===== src/ptc_defines.svh =====
// constants for the pulse timer/counter input block
`ifndef PTC_DEFINES_SVH
`define PTC_DEFINES_SVH
`define PTC_CLK_PERIOD_NS 50
`define PTC_FLT_100NS 100
`define PTC_FLT_200NS 200
`define PTC_FLT_500NS 500
`define PTC_FLT_1US 1000
`define PTC_FLT_2US 2000
`define PTC_FLT_5US 5000
`define PTC_RPM_SECONDS 60
`define PTC_MAX_PPR 32767
`define PTC_CNT_RESET 32'h0000_0000
`endif


===== src/ptc_pkg.sv =====
// types for the pulse timer/counter input block
package ptc_pkg;
    typedef enum logic [1:0] {
        PTC_UNI,
        PTC_BI,
        PTC_QUAD
    } ptc_coupling_t;
    typedef enum logic [1:0] {
        PTC_RST_MANUAL,
        PTC_RST_START,
        PTC_RST_FIRST,
        PTC_RST_EACH
    } ptc_rst_mode_t;
    typedef struct packed {
        logic sig;
        logic rst;
        logic dir;
    } ptc_pins_t;
    typedef struct packed {
        ptc_coupling_t coupling;
        ptc_rst_mode_t rst_mode;
        logic [2:0] filter_sel;
        logic rst_invert;
        logic angle_mode;
        logic [14:0] max_angle;
        logic [14:0] ref_angle;
        logic [15:0] interval;
    } ptc_cfg_t;
    typedef struct packed {
        logic [31:0] count;
        logic [31:0] delta;
        logic [31:0] dt_ticks;
        logic valid;
    } ptc_result_t;
endpackage


===== src/ptc_counter.sv =====
// pulse timer/counter input: filter, decode, reset policy, interval measurement
`timescale 1ns/10ps
`include "ptc_defines.svh"

// Overview of operation
// - three inputs: signal, reset, direction
// - uni, bi, or quadrature coupling selectable
// - angle result spans zero to full turn
// - speed is delta count over interval
// - interval selectable, one sample upward
// - direction used in bi-directional, and as phase B in quadrature
// - six selectable minimum pulse widths
// - reset input polarity is selectable
// - manual option clears on software command
// - start option loads zero at recording start
// - first-pulse option clears once per recording start
// - each-pulse option clears every pulse
// - direction low counts up, high down
// - angle wraps at maximum angle count
// - angle reset loads reference angle
// - pulses per rotation up to 32767
module ptc_counter
    import ptc_pkg::*;
(
    input wire logic core_clk_i,
    input wire logic rst_n_i,
    input wire ptc_pins_t pins_i,
    input wire ptc_cfg_t cfg_i,
    input wire logic sample_i,
    input wire logic rec_start_i,
    input wire logic sw_clear_i,
    output ptc_result_t result_o,
    output logic dir_neg_o
);
    localparam int NCH = 3;
    // filter thresholds in clock cycles, rounded up
    localparam int F0 = (`PTC_FLT_100NS + `PTC_CLK_PERIOD_NS - 1) / `PTC_CLK_PERIOD_NS;
    localparam int F1 = (`PTC_FLT_200NS + `PTC_CLK_PERIOD_NS - 1) / `PTC_CLK_PERIOD_NS;
    localparam int F2 = (`PTC_FLT_500NS + `PTC_CLK_PERIOD_NS - 1) / `PTC_CLK_PERIOD_NS;
    localparam int F3 = (`PTC_FLT_1US + `PTC_CLK_PERIOD_NS - 1) / `PTC_CLK_PERIOD_NS;
    localparam int F4 = (`PTC_FLT_2US + `PTC_CLK_PERIOD_NS - 1) / `PTC_CLK_PERIOD_NS;
    localparam int F5 = (`PTC_FLT_5US + `PTC_CLK_PERIOD_NS - 1) / `PTC_CLK_PERIOD_NS;

    // threshold lookup, shared by all three filter channels
    function automatic logic [7:0] flt_len(input logic [2:0] sel);
        if (sel == 3'h0) flt_len = 8'(F0);
        else if (sel == 3'h1) flt_len = 8'(F1);
        else if (sel == 3'h2) flt_len = 8'(F2);
        else if (sel == 3'h3) flt_len = 8'(F3);
        else if (sel == 3'h4) flt_len = 8'(F4);
        else flt_len = 8'(F5);
    endfunction

    logic [NCH-1:0] raw; // the three shared event pins
    logic [NCH-1:0] filt; // debounced levels
    assign raw = {pins_i.sig, pins_i.rst ^ cfg_i.rst_invert, pins_i.dir};

    // each channel follows its pin only after it held the new level long enough
    genvar g;
    generate
        for (g = 0; g < NCH; g++) begin : g_flt
            logic [7:0] run_reg, run_next;
            logic lvl_reg, lvl_next;
            always_comb begin
                run_next = 8'h00;
                lvl_next = lvl_reg;
                if (raw[g] != lvl_reg) begin
                    run_next = run_reg + 8'h01;
                    if (run_next >= flt_len(cfg_i.filter_sel)) begin
                        lvl_next = raw[g];
                        run_next = 8'h00;
                    end
                end
            end
            always_ff @(posedge core_clk_i or negedge rst_n_i) begin
                if (!rst_n_i) begin
                    run_reg <= 8'h00;
                    lvl_reg <= 1'b0;
                end else begin
                    run_reg <= run_next;
                    lvl_reg <= lvl_next;
                end
            end
            assign filt[g] = lvl_reg;
        end
    endgenerate

    // edge detection on filtered levels
    logic sig_d_reg, rst_d_reg, dir_d_reg;
    logic sig_rise, rst_rise, dir_edge;
    assign sig_rise = filt[2] & ~sig_d_reg;
    assign rst_rise = filt[1] & ~rst_d_reg;
    assign dir_edge = filt[0] ^ dir_d_reg;

    // count state
    logic [31:0] cnt_reg, cnt_next;
    logic armed_reg, armed_next; // first-pulse reset still pending
    logic [15:0] smp_reg, smp_next; // samples into current interval
    logic [31:0] tick_reg, tick_next; // free 20 MHz timebase
    logic [31:0] t_first_reg, t_first_next, t_last_reg, t_last_next;
    logic [31:0] c_first_reg, c_first_next;
    logic got_edge_reg, got_edge_next;
    ptc_result_t res_reg, res_next;
    logic neg_reg, neg_next;
    logic signed [1:0] step;
    logic do_clear, do_refload;

    // step from coupling; quadrature uses signal/direction as phases A/B
    always_comb begin
        step = 2'sd0;
        case (cfg_i.coupling)
            PTC_UNI: if (sig_rise) step = 2'sd1;
            PTC_BI: if (sig_rise) step = filt[0] ? -2'sd1 : 2'sd1;
            PTC_QUAD: begin
                if (sig_rise || dir_edge || (sig_d_reg && !filt[2])) begin
                    if ((filt[2] ^ sig_d_reg) && !dir_edge)
                        step = (filt[2] ^ filt[0]) ? 2'sd1 : -2'sd1;
                    else if (dir_edge && !(filt[2] ^ sig_d_reg))
                        step = (filt[2] ^ filt[0]) ? -2'sd1 : 2'sd1;
                end
            end
            default: step = 2'sd0;
        endcase
    end

    // reset policy; a clear overrides a step taken in the same cycle
    always_comb begin
        do_clear = 1'b0;
        armed_next = armed_reg;
        case (cfg_i.rst_mode)
            PTC_RST_MANUAL: do_clear = sw_clear_i;
            PTC_RST_START: do_clear = rec_start_i;
            PTC_RST_FIRST: if (rst_rise && armed_reg) begin
                do_clear = 1'b1;
                armed_next = 1'b0;
            end
            PTC_RST_EACH: do_clear = rst_rise;
            default: do_clear = 1'b0;
        endcase
        // a new recording re-arms even when a pulse consumes the old arming
        if (rec_start_i) armed_next = 1'b1;
        // only reset pulses load the reference angle; recording start loads zero
        do_refload = do_clear && cfg_i.angle_mode &&
            (cfg_i.rst_mode == PTC_RST_FIRST || cfg_i.rst_mode == PTC_RST_EACH);
    end

    // counter, angle wrap and interval measurement
    always_comb begin
        logic [31:0] stepped;
        logic [31:0] maxa;
        stepped = cnt_reg + {{30{step[1]}}, step};
        maxa = {17'h0, cfg_i.max_angle}; // 15 bits caps it at 32767
        cnt_next = stepped;
        if (cfg_i.angle_mode) begin
            if (step == 2'sd1 && stepped >= maxa) cnt_next = 32'h0;
            else if (step == -2'sd1 && cnt_reg == 32'h0) cnt_next = maxa - 32'h1;
        end
        if (do_refload) cnt_next = {17'h0, cfg_i.ref_angle};
        else if (do_clear) cnt_next = `PTC_CNT_RESET;
        tick_next = tick_reg + 32'h1;
        t_first_next = t_first_reg;
        t_last_next = t_last_reg;
        c_first_next = c_first_reg;
        got_edge_next = got_edge_reg;
        if (step != 2'sd0) begin
            if (!got_edge_reg) begin
                t_first_next = tick_reg;
                c_first_next = cnt_reg;
            end
            t_last_next = tick_reg;
            got_edge_next = 1'b1;
        end
        smp_next = smp_reg;
        res_next = res_reg;
        res_next.valid = 1'b0;
        res_next.count = cnt_next;
        neg_next = neg_reg;
        if (sample_i) begin
            smp_next = smp_reg + 16'h1;
            if (smp_next >= ((cfg_i.interval == 16'h0) ? 16'h1 : cfg_i.interval)) begin
                smp_next = 16'h0;
                res_next.valid = 1'b1;
                res_next.delta = cnt_reg - c_first_reg;
                // an interval with no edge reports no span rather than a stale one
                res_next.dt_ticks = got_edge_reg ? t_last_reg - t_first_reg : 32'h0;
                neg_next = $signed(cnt_reg - c_first_reg) < 0;
                // the next interval starts here; an edge in this cycle opens it
                c_first_next = cnt_reg;
                t_first_next = tick_reg;
                got_edge_next = (step != 2'sd0);
            end
        end
    end

    // state registers
    always_ff @(posedge core_clk_i or negedge rst_n_i) begin
        if (!rst_n_i) begin
            sig_d_reg <= 1'b0;
            rst_d_reg <= 1'b0;
            dir_d_reg <= 1'b0;
            cnt_reg <= `PTC_CNT_RESET;
            armed_reg <= 1'b0;
            smp_reg <= 16'h0;
            tick_reg <= 32'h0;
            t_first_reg <= 32'h0;
            t_last_reg <= 32'h0;
            c_first_reg <= 32'h0;
            got_edge_reg <= 1'b0;
            res_reg <= '0;
            neg_reg <= 1'b0;
        end else begin
            sig_d_reg <= filt[2];
            rst_d_reg <= filt[1];
            dir_d_reg <= filt[0];
            cnt_reg <= cnt_next;
            armed_reg <= armed_next;
            smp_reg <= smp_next;
            tick_reg <= tick_next;
            t_first_reg <= t_first_next;
            t_last_reg <= t_last_next;
            c_first_reg <= c_first_next;
            got_edge_reg <= got_edge_next;
            res_reg <= res_next;
            neg_reg <= neg_next;
        end
    end
    assign result_o = res_reg;
    assign dir_neg_o = neg_reg;

    // checks
    property p_bi_up;
        @(posedge core_clk_i) disable iff (!rst_n_i)
        (cfg_i.coupling == PTC_BI && sig_rise && !filt[0] && !do_clear && !cfg_i.angle_mode)
        |=> cnt_reg == $past(cnt_reg) + 32'h1;
    endproperty
    a_bi_up: assert property (p_bi_up) else $error("bi count up failed");
    property p_bi_dn;
        @(posedge core_clk_i) disable iff (!rst_n_i)
        (cfg_i.coupling == PTC_BI && sig_rise && filt[0] && !do_clear && !cfg_i.angle_mode)
        |=> cnt_reg == $past(cnt_reg) - 32'h1;
    endproperty
    a_bi_dn: assert property (p_bi_dn) else $error("bi count down failed");
    property p_uni;
        @(posedge core_clk_i) disable iff (!rst_n_i)
        (cfg_i.coupling == PTC_UNI && sig_rise && !do_clear && !cfg_i.angle_mode)
        |=> cnt_reg == $past(cnt_reg) + 32'h1;
    endproperty
    a_uni: assert property (p_uni) else $error("uni ignores direction wrongly");
    property p_start;
        @(posedge core_clk_i) disable iff (!rst_n_i)
        (cfg_i.rst_mode == PTC_RST_START && rec_start_i) |=> cnt_reg == 32'h0;
    endproperty
    a_start: assert property (p_start) else $error("start reset missed");
    property p_each;
        @(posedge core_clk_i) disable iff (!rst_n_i)
        (cfg_i.rst_mode == PTC_RST_EACH && rst_rise && !cfg_i.angle_mode) |=> cnt_reg == 32'h0;
    endproperty
    a_each: assert property (p_each) else $error("pulse reset missed");
    property p_first;
        @(posedge core_clk_i) disable iff (!rst_n_i)
        (cfg_i.rst_mode == PTC_RST_FIRST && rst_rise && armed_reg && !rec_start_i)
        |=> !armed_reg;
    endproperty
    a_first: assert property (p_first) else $error("first pulse not consumed");
    property p_manual;
        @(posedge core_clk_i) disable iff (!rst_n_i)
        (cfg_i.rst_mode == PTC_RST_MANUAL && !sw_clear_i && step == 2'sd0)
        |=> cnt_reg == $past(cnt_reg);
    endproperty
    a_manual: assert property (p_manual) else $error("count moved without cause");
    property p_wrap;
        @(posedge core_clk_i) disable iff (!rst_n_i)
        (cfg_i.angle_mode && !do_clear && cfg_i.max_angle != 15'h0)
        |=> cnt_reg < {17'h0, $past(cfg_i.max_angle)};
    endproperty
    a_wrap: assert property (p_wrap) else $error("angle beyond maximum");
endmodule


===== config.mk =====
export PLATFORM = sky130hd
export DESIGN_NAME = ptc_counter
export DESIGN_NICKNAME = d
export VERILOG_FILES = /design/src/ptc_pkg.sv /design/src/ptc_counter.sv
export VERILOG_INCLUDE_DIRS = /design/src
export SDC_FILE = /design/constraint.sdc
export NUM_CORES = 1
export LEC_CHECK = 0
export ABC_AREA = 1
export BUFFER_PORTS_ARGS = -buffer_cell sky130_fd_sc_hd__buf_2
export CORE_ASPECT_RATIO = 0.75
export CORE_MARGIN = 2
export CORE_UTILIZATION = 40
export CTS_CLUSTER_SIZE = 24
export DETAILED_ROUTE_END_ITERATION = 12
export PLACE_DENSITY = 0.61
export RECOVER_POWER = 25
export SYNTH_ARGS = -nofsm -noshare
export SYNTH_HDL_FRONTEND = slang
export SYNTH_SLANG_ARGS = --single-unit
export TNS_END_PERCENT = 5

===== constraint.sdc =====
create_clock -name core_clk_i -period 5.6 [get_ports core_clk_i]
set_clock_uncertainty 0.15 [all_clocks]
set_input_delay 0.56 -clock core_clk_i [delete_from_list [all_inputs] [get_ports core_clk_i]]
set_output_delay 0.56 -clock core_clk_i [all_outputs]
set_load 0.005 [all_outputs]

==> results.txt, run 1 <==
The total power divided by cell area is 451 mW/mm2. Setup repair after global routing left no endpoint under its margin. Of the cells placed in the final design, the portion with a size suffix greater than 1 is 0.104. The antenna diode count is 0.

For this run, the share of the core covered by cells in the final layout is 0.463. The total setup violations reported at the end of the flow is 0. The actual slew at the worst max-slew pin came out at roughly 2.8 ns. The min-delay analysis places its worst path in the category input pin to register.

The final-layout setup total negative slack came out at 0 ns. STA classifies the critical path endpoint as a register. Once detailed placement completed, the half-perimeter wirelength came to around 37 mm. Leaving out fill and tap cells, the most frequent cell in the layout is sky130_fd_sc_hd__nand2_1. The register-to-register path setup slack is 0.53 ns. The overall overflow remaining after global route is 0. The number of iterations in the first detailed-routing pass came out at 7. The mean instance size in the synthesized netlist is about 7.6 um2. The final reports fail on capacitance limit, slew limit.

The leading register cell type out of synthesis is sky130_fd_sc_hd__dfrtp_1. The count of nets left with antenna violations once routing finished came out at 0. The number of buffers created by CTS is 31.

The number of vias per cell is around 5. The count of placed standard cells in the final layout, fillers left out is roughly 3100. The detailed-route DRC error count came out at 0. The starting density of the core came out at 0.403. No sink is reached through more buffers than the 3 on the longest clock path. The area share of and/or/nand/nor cells after synthesis is 0.249.

The post-detailed-route wirelength per cell came out at 15.5 um. By instance count, the cell type seen most on the critical path is sky130_fd_sc_hd__inv_1. between 150 and 200 I/O pins were placed. The arrival time of data at the critical path endpoint came out at approximately 5.4 ns. The share of synthesized area in the top cell type comes to 0.381. The warning count from the yosys run came out at 0. For this run, the top clock speed supported by timing is between 150 and 200 MHz. The worst-skew pair later-pin latency is about 0.6 ns. The synthesized instance count came out at around 2400. The count of flip-flops with a built-in enable after synthesis is 0. The post-synthesis sequential element count came out at ~270.

In this run the standard cell core region covers 0.0444 mm2. The clock-pin slew on the worst setup and hold paths is around 0.060 ns. The post-synthesis mux area share came out at 0.00126. In the final design database the tool counted between 2000 and 3000 nets. The final count of hold timing violations came out at 0. The die covers roughly 0.047 mm2. The biggest area contributor in the post-synthesis netlist is sky130_fd_sc_hd__dfrtp_1. The initialized floorplan defines 67 standard-cell rows. The register with the most flip-flops in the layout has 97 of them. The fraction of registers with async set or reset after synthesis came out at 1.00.

The routability congestion estimate from global placement came out at roughly 0.96. The number of distinct library cell variants in the gate-level netlist after synthesis is 52. The slowest stage cell on the critical path is sky130_fd_sc_hd__dfrtp_1. Of the total synthesized cell area, the portion taken by full adders, half adders and majority gates is 0.0902. The overall die width is about 250 um.

The number of cells after detailed placement is 3077. The clock period minus worst slack came out at between 5 and 6 ns. By area the synthesized netlist is led by sky130_fd_sc_hd__dfrtp_1 (38%), sky130_fd_sc_hd__nand2_1 (13%), sky130_fd_sc_hd__ha_1 (8.8%).

Leaving out fill and tap cells, the most frequent cells in the layout are sky130_fd_sc_hd__nand2_1 (622), sky130_fd_sc_hd__inv_1 (308), sky130_fd_sc_hd__dfrtp_1 (273). The largest fanout on the critical path came out at 29. The worst voltage drop across the vdd grid is approximately 0.27 mV. Data on the critical path is required at its endpoint by 5.96 ns. The main combinational cell family by area after synthesis is simple AND/OR/NAND/NOR gates. The leakage power is 10.8 nW. The initial antenna violation count came out at 0.

Of the available clock period, the critical path in the final layout requires 0.906. The total standard cell area after synthesis is between 0.015 and 0.02 mm2. The compound-gate portion of the synthesized area is 0.132. Entering global routing, the biggest net connects between 100 and 150 pins. The longest individual stage delay on the worst path came out at around 0.42 ns.

The run finished, with violations left. The number of global-route vias before repair came out at 15600. Wires add up to between 40 and 50 mm. The xor and xnor fraction of the mapped netlist area came out at 0.0640. TritonCTS built the clock tree. The count of routing violations after the opening detailed-route iteration is 1067.

The worst setup path is launched from a register. The sequential fraction of the synthesis area is 0.381. The global-route wire length before repair is 80.3 mm. In this run the tightest slew margin relative to its limit is -0.838. The count of maximum capacitance violations is 1. The synthesis-to-layout area growth is 14.9%.

The final count of pins violating max slew is ~110. The deepest level of the CTS H-tree came out at 1. The count of vias placed by the detailed router is 16000. The class of the most critical setup path is register to register.

The clock sink count is ~270. The library cell used as clock root buffer is sky130_fd_sc_hd__clkbuf_16. The number of input and output port buffers inserted is 160. The die height is about 190 um. The total track usage is 0.211.
metrics by stage:
step                power, mW  hold WS (ns)  setup slack [ns]  area, um2
floorplan                5.65         0.114              1.30      17900
global placement         6.95         0.291             0.551      19400
detailed placement       7.02         0.293             0.331      19400
CTS                      9.37       0.00116             0.288      20600
global route             10.1        0.0180           0.00831      20600
finish                   9.29        0.0311             0.527      20600
synthesized netlist by cell type (all sizes together) (13+ instances only):
cell type / count
nand2: 638
o211ai: 13
clkbuf: 36
a21oi: 129
nand4: 28
nand3: 114
o21ai: 212
buf: 20
inv: 313
dfrtp: 273
nor4: 16
xnor2: 56
nor2: 179
nor3: 34
ha: 126
nand3b: 14
o41ai: 13
xor2: 75
critical path: cells and delay by family (launching register included):
family,cells,cell delay [ns]
xor gates and xnor gates,1,0.28
DFF,1,0.42
buffers and inverters,7,0.67
and+or+nand+nor,19,1.98
adders and majority gates,4,1.00
AOI/OAI and AO/OA,3,0.47
report_power, final:
part	total (mW)	switching (mW)	leakage [nW]	internal [mW]
Sequential	2.80	0.377	3.60	2.42
Clock	2.30	0.880	0.563	1.42
Combinational	4.20	2.60	6.68	1.60
kinds of logic (layout without fill, tap and decap cells):
group	count (synthesis)	in the layout
buffers and inverters	370	555
adders and majority gates	128	128
xor gates and xnor gates	131	131
muxes	2	2
other	1	3
DFF	273	273
AOI/OAI and AO/OA	424	424
and+or+nand+nor	1039	1039
per-layer routing:
| metal | wire [um] | track usage | share of wire | up-vias |
|---|---|---|---|---|
| li1 | - | - | - | 8051 |
| met3 | 2870 | 0.0300 | 0.059 | 57 |
| met1 | 24800 | 0.321 | 0.51 | 7483 |
| met4 | 841 | 0.0433 | 0.017 | 0 |
| met5 | 0 | 0 | 0 | - |
| met2 | 20300 | 0.315 | 0.42 | 424 |
layout make-up:
type | instances | area, um2
fillers | 4455 | 23800
multi-input cells | 1727 | 9680
flip-flops and latches | 273 | 6830
inverters | 314 | 1180
repair buffers | 183 | 992
clock buffers | 44 | 915
well taps | 586 | 733
clock inverters | 14 | 250
final timing paths:
check / from / end / cells past startpoint
setup / recovery: g_flt[2].lvl_reg / result_o[82] / 34
hold / removal: cfg_i[28] / result_o[77] / 3
setup reg to reg: g_flt[2].lvl_reg / result_o[82] / 34
hold reg to reg: g_flt[1].lvl_reg / rst_d_reg / 0
max in group asynchronous: rst_n_i / g_flt[1].run_reg[7] / 3
min in group asynchronous: rst_n_i / t_first_reg[11] / 2
timing repair:
| action | CTS | global route |
|---|---|---|
| gates resized for setup | 0 | 5 |
| hold endpoints to repair | 109 | 0 |
| endpoints found under the setup margin | 0 | 17 |
| setup buffers | 0 | 0 |
| hold buffers | 6 | 0 |
Note: power is estimated with default switching activity, not from simulation.
==> run 2: changes to the inputs <==
--- a/config.mk
+++ b/config.mk
@@ -11,9 +11,10 @@
 export CORE_ASPECT_RATIO = 0.75
 export CORE_MARGIN = 2
 export CORE_UTILIZATION = 40
+export CTS_BUF_LIST = sky130_fd_sc_hd__clkbuf_2
 export CTS_CLUSTER_SIZE = 24
 export DETAILED_ROUTE_END_ITERATION = 12
-export PLACE_DENSITY = 0.61
+export PLACE_DENSITY = 0.64
 export RECOVER_POWER = 25
 export SYNTH_ARGS = -nofsm -noshare
 export SYNTH_HDL_FRONTEND = slang
==> constraint.sdc (replaced) <==
create_clock -name core_clk_i -period 4.6 [get_ports core_clk_i]
set_clock_uncertainty 0.15 [all_clocks]
set_input_delay 0.46 -clock core_clk_i [delete_from_list [all_inputs] [get_ports core_clk_i]]
set_output_delay 0.46 -clock core_clk_i [all_outputs]
set_load 0.005 [all_outputs]
==> results.txt, run 2 (synthesis results as in run 1) <==
The maximum number of pins on one net before global-route repair is 106. The reg-to-reg startpoint is g_flt[0].lvl_reg. STA classifies the critical path endpoint as a register. The first global-routing pass estimated about 84 mm of wire. Summed over all layers, the global routing overflow is 0.

The proportion of layout cells with a drive suffix above 1 is 0.171. The number of input and output port buffers inserted is 160. The total setup violations reported at the end of the flow is 26. The worst hold path begins at pins_i[0]. The tool flagged a number of max-cap violations equal to 0.

The cell that appears most often on the critical path is sky130_fd_sc_hd__nand2_1. The count of boundary I/O pins is roughly 160. In this run the standard cell core region covers roughly 0.044 mm2. The total power divided by cell area is around 490 mW/mm2. The overall die area came out at about 0.047 mm2.

The register with the most flip-flops in the layout has 97 of them. The count of placed standard cells in the final layout, fillers left out came out at around 3300. The flow ran to the end, but the final reports show violations. The share of power burned in combinational logic came out at 0.522. By startpoint and endpoint, the worst setup path is classified as register to register. STA classifies the critical path startpoint as a register.

The number of cells after detailed placement came out at approximately 3100. The tree built by TritonCTS fans out to roughly 270 sinks. The detailed-route DRC error count is 0.

The largest individual stage delay along the critical path comes from the cell sky130_fd_sc_hd__dfrtp_1. The worst-case clock buffer depth is 3. The pre-antenna-repair detailed-routing pass consisted of 8 iterations. For this run, the total global-route usage over all layers was measured as 0.224. The worst setup margin came out at -0.0551 ns. The internal power summed over all cells is 5.81 mW. The share of total power in the clock network came out at 0.161. The total half-perimeter wirelength after legalization and detailed placement is 37.4 mm. The actual slew at the worst max-slew pin came out at between 1 and 1.5 ns. The post-detailed-route wirelength per cell came out at 15.6 um. The number of vias per cell came out at 5.08.

In this run, the number of DRC markers left after iteration 0 of detailed routing was roughly 1200. The detailed-route wire length came out at 52.1 mm. Adding up every negative setup slack in the final design gives -0.668 ns. TritonCTS built the clock tree. Routability-driven placement finished with a final weighted congestion of a little under 1. The number of global-route vias before repair came to between 15000 and 20000. The final count of pins violating max slew is 0.

Leaving out fill and tap cells, the most frequent cells in the layout are sky130_fd_sc_hd__nand2_1 (596), sky130_fd_sc_hd__inv_1 (303), sky130_fd_sc_hd__dfrtp_1 (273). The number of filler instances in the final layout came out at about 4400. The library cell used most frequently in the layout, excluding fill and tap cells, is sky130_fd_sc_hd__nand2_1. Setup repair after global routing could not meet its margin everywhere. Based on the critical path, the design can be clocked at up to roughly 210 MHz. The largest fanout on the critical path came out at 9. The net load switching power is between 4 and 5 mW. At the worst endpoint, the arrival time is approximately 5.4 ns. The worst hold path terminates at g_flt[0].lvl_reg.

After clock tree synthesis, the clock-pin slew on the worst setup and hold paths is 0.12 ns. The number of buffers created by CTS came out at 73. In this run the vertical extent of the chip is approximately 190 um. The number of cells on the worst reg-to-reg path is 36. The final count of hold timing violations came to 0. The final antenna-violating net count is 0. After layout, the minimum clock period comes to around 4.7 ns. The deepest level of the CTS H-tree came out at 3. In this run the clock root is driven by a sky130_fd_sc_hd__clkbuf_2. The site row count is 67. The share of the clock period used by the worst path after layout is 1.01. The endpoint identified for the worst register-to-register timing path is result_o[96]. The starting density of the core came out at 0.403. The initial antenna violation count came out at 3. The longest individual stage delay on the worst path is around 0.45 ns. For this design the static power due to leakage is 11.5 nW. The worst-skew pair later-pin latency is 1.05 ns.

The number of cells traversed by the worst hold path came out at 4. The final net count came out at 2896. The final reports fail on setup timing.

The worst pin sits at a relative slew slack of 0.219. The routed layout has 17000 vias. The relative contribution of sequential cells to total power is 0.317. The tightest min-delay check is of the input pin to register type. Of the total power, the share spent switching nets is 0.455.

The synthesis-to-layout area growth is 21.9%. The overall die width is around 250 um. For the worst setup path, the data required time is around 5.3 ns.

Across all register-to-register paths, the minimum setup slack is -0.06 ns. VDD sags by at most 0.257 mV.
-- run 2: changes by cell type in the layout (fill, tap and decap cells not counted), sizes merged --
cell,before,now
buf,157,232
bufbuf,0,1
bufinv,6,1
clkbuf,64,104
clkinv,5,18
clkinvlp,3,1
diode,0,4
dlygate4sd3,6,81
nand2,638,639
-- run 2: how the worst max path moves through the flow --
stage,from,end,slack [ns],depth (start not counted)
floorplan,g_flt[2].lvl_reg,result_o[86],0.30,38
global placement,g_flt[2].lvl_reg,result_o[96],0.06,33
detailed placement,g_flt[2].lvl_reg,result_o[80],-0.05,33
CTS,smp_reg[2],t_first_reg[0],0.003,24
global route,g_flt[0].lvl_reg,result_o[90],-0.46,36
finish,g_flt[0].lvl_reg,result_o[96],-0.06,36
-- run 2: what timing repair did --
| action | CTS | global route |
|---|---|---|
| hold endpoints to repair | 227 | 0 |
| buffers inserted | 3 | 22 |
| hold buffers | 82 | 0 |
| setup endpoints to repair | 32 | 178 |
| cloned | 2 | 1 |
| pin swaps | 3 | 52 |
| resized for setup | 15 | 92 |
-- run 2: per-stage QoR --
step / worst slack [ns] / cell area (um2) / power, mW / util / hold slack (ns)
after floorplan: 0.299 / 17900 / 6.88 / - / 0.0144
after global placement: 0.0569 / 19600 / 8.54 / 0.441 / 0.290
after detailed placement: -0.0484 / 19600 / 8.62 / 0.441 / 0.293
after CTS: 0.00271 / 21200 / 10.5 / 0.478 / 0.00556
after global routing: -0.455 / 21800 / 11.7 / 0.492 / 0.00790
final: -0.0551 / 21800 / 10.7 / 0.492 / 0.0950
-- run 2: worst max-delay path, delay by kind of cell, from the launching register on --
family | cells | cell delay, ns
buffers and inverters | 6 | 0.57
adder cells (fa/ha/maj) | 2 | 0.40
AO/OA/AOI/OAI | 3 | 0.48
flip-flops | 1 | 0.45
AND/OR/NAND/NOR | 24 | 2.26
XOR/XNOR | 1 | 0.19
-- run 2: layout make-up --
| cell class | count | area, um2 | area share |
|---|---|---|---|
| clock buffer | 103 | 515 | 0.0236 |
| clock inverter | 20 | 115 | 0.00527 |
| antenna | 4 | 10.0 | 0.000458 |
| multi-input combinational | 1728 | 10100 | 0.461 |
| timing repair buffer | 315 | 2380 | 0.109 |
| tap | 586 | 733 | 0.0336 |
| sequential | 273 | 6830 | 0.313 |
| inverter | 314 | 1180 | 0.0541 |
-- run 2: routing by layer --
layer,global-route usage,part of all wire,vias up,wire [um]
li1,-,-,8447,-
met1,0.331,0.50,7898,25800
met2,0.327,0.41,539,21500
met3,0.0519,0.068,107,3550
met4,0.0595,0.022,2,1150
met5,0,0.00017,-,9
-- run 2: power by group through the flow --
stage | sequential [mW] | combinational (mW) | clock [mW]
2_1_floorplan | 3.32 | 3.56 | 0
5_1_grt | 3.44 | 6.30 | 1.92
4_1_cts | 3.37 | 5.35 | 1.79
3_5_place_dp | 3.41 | 5.21 | 0
3_3_place_gp | 3.39 | 5.14 | 0
6_report | 3.37 | 5.56 | 1.72
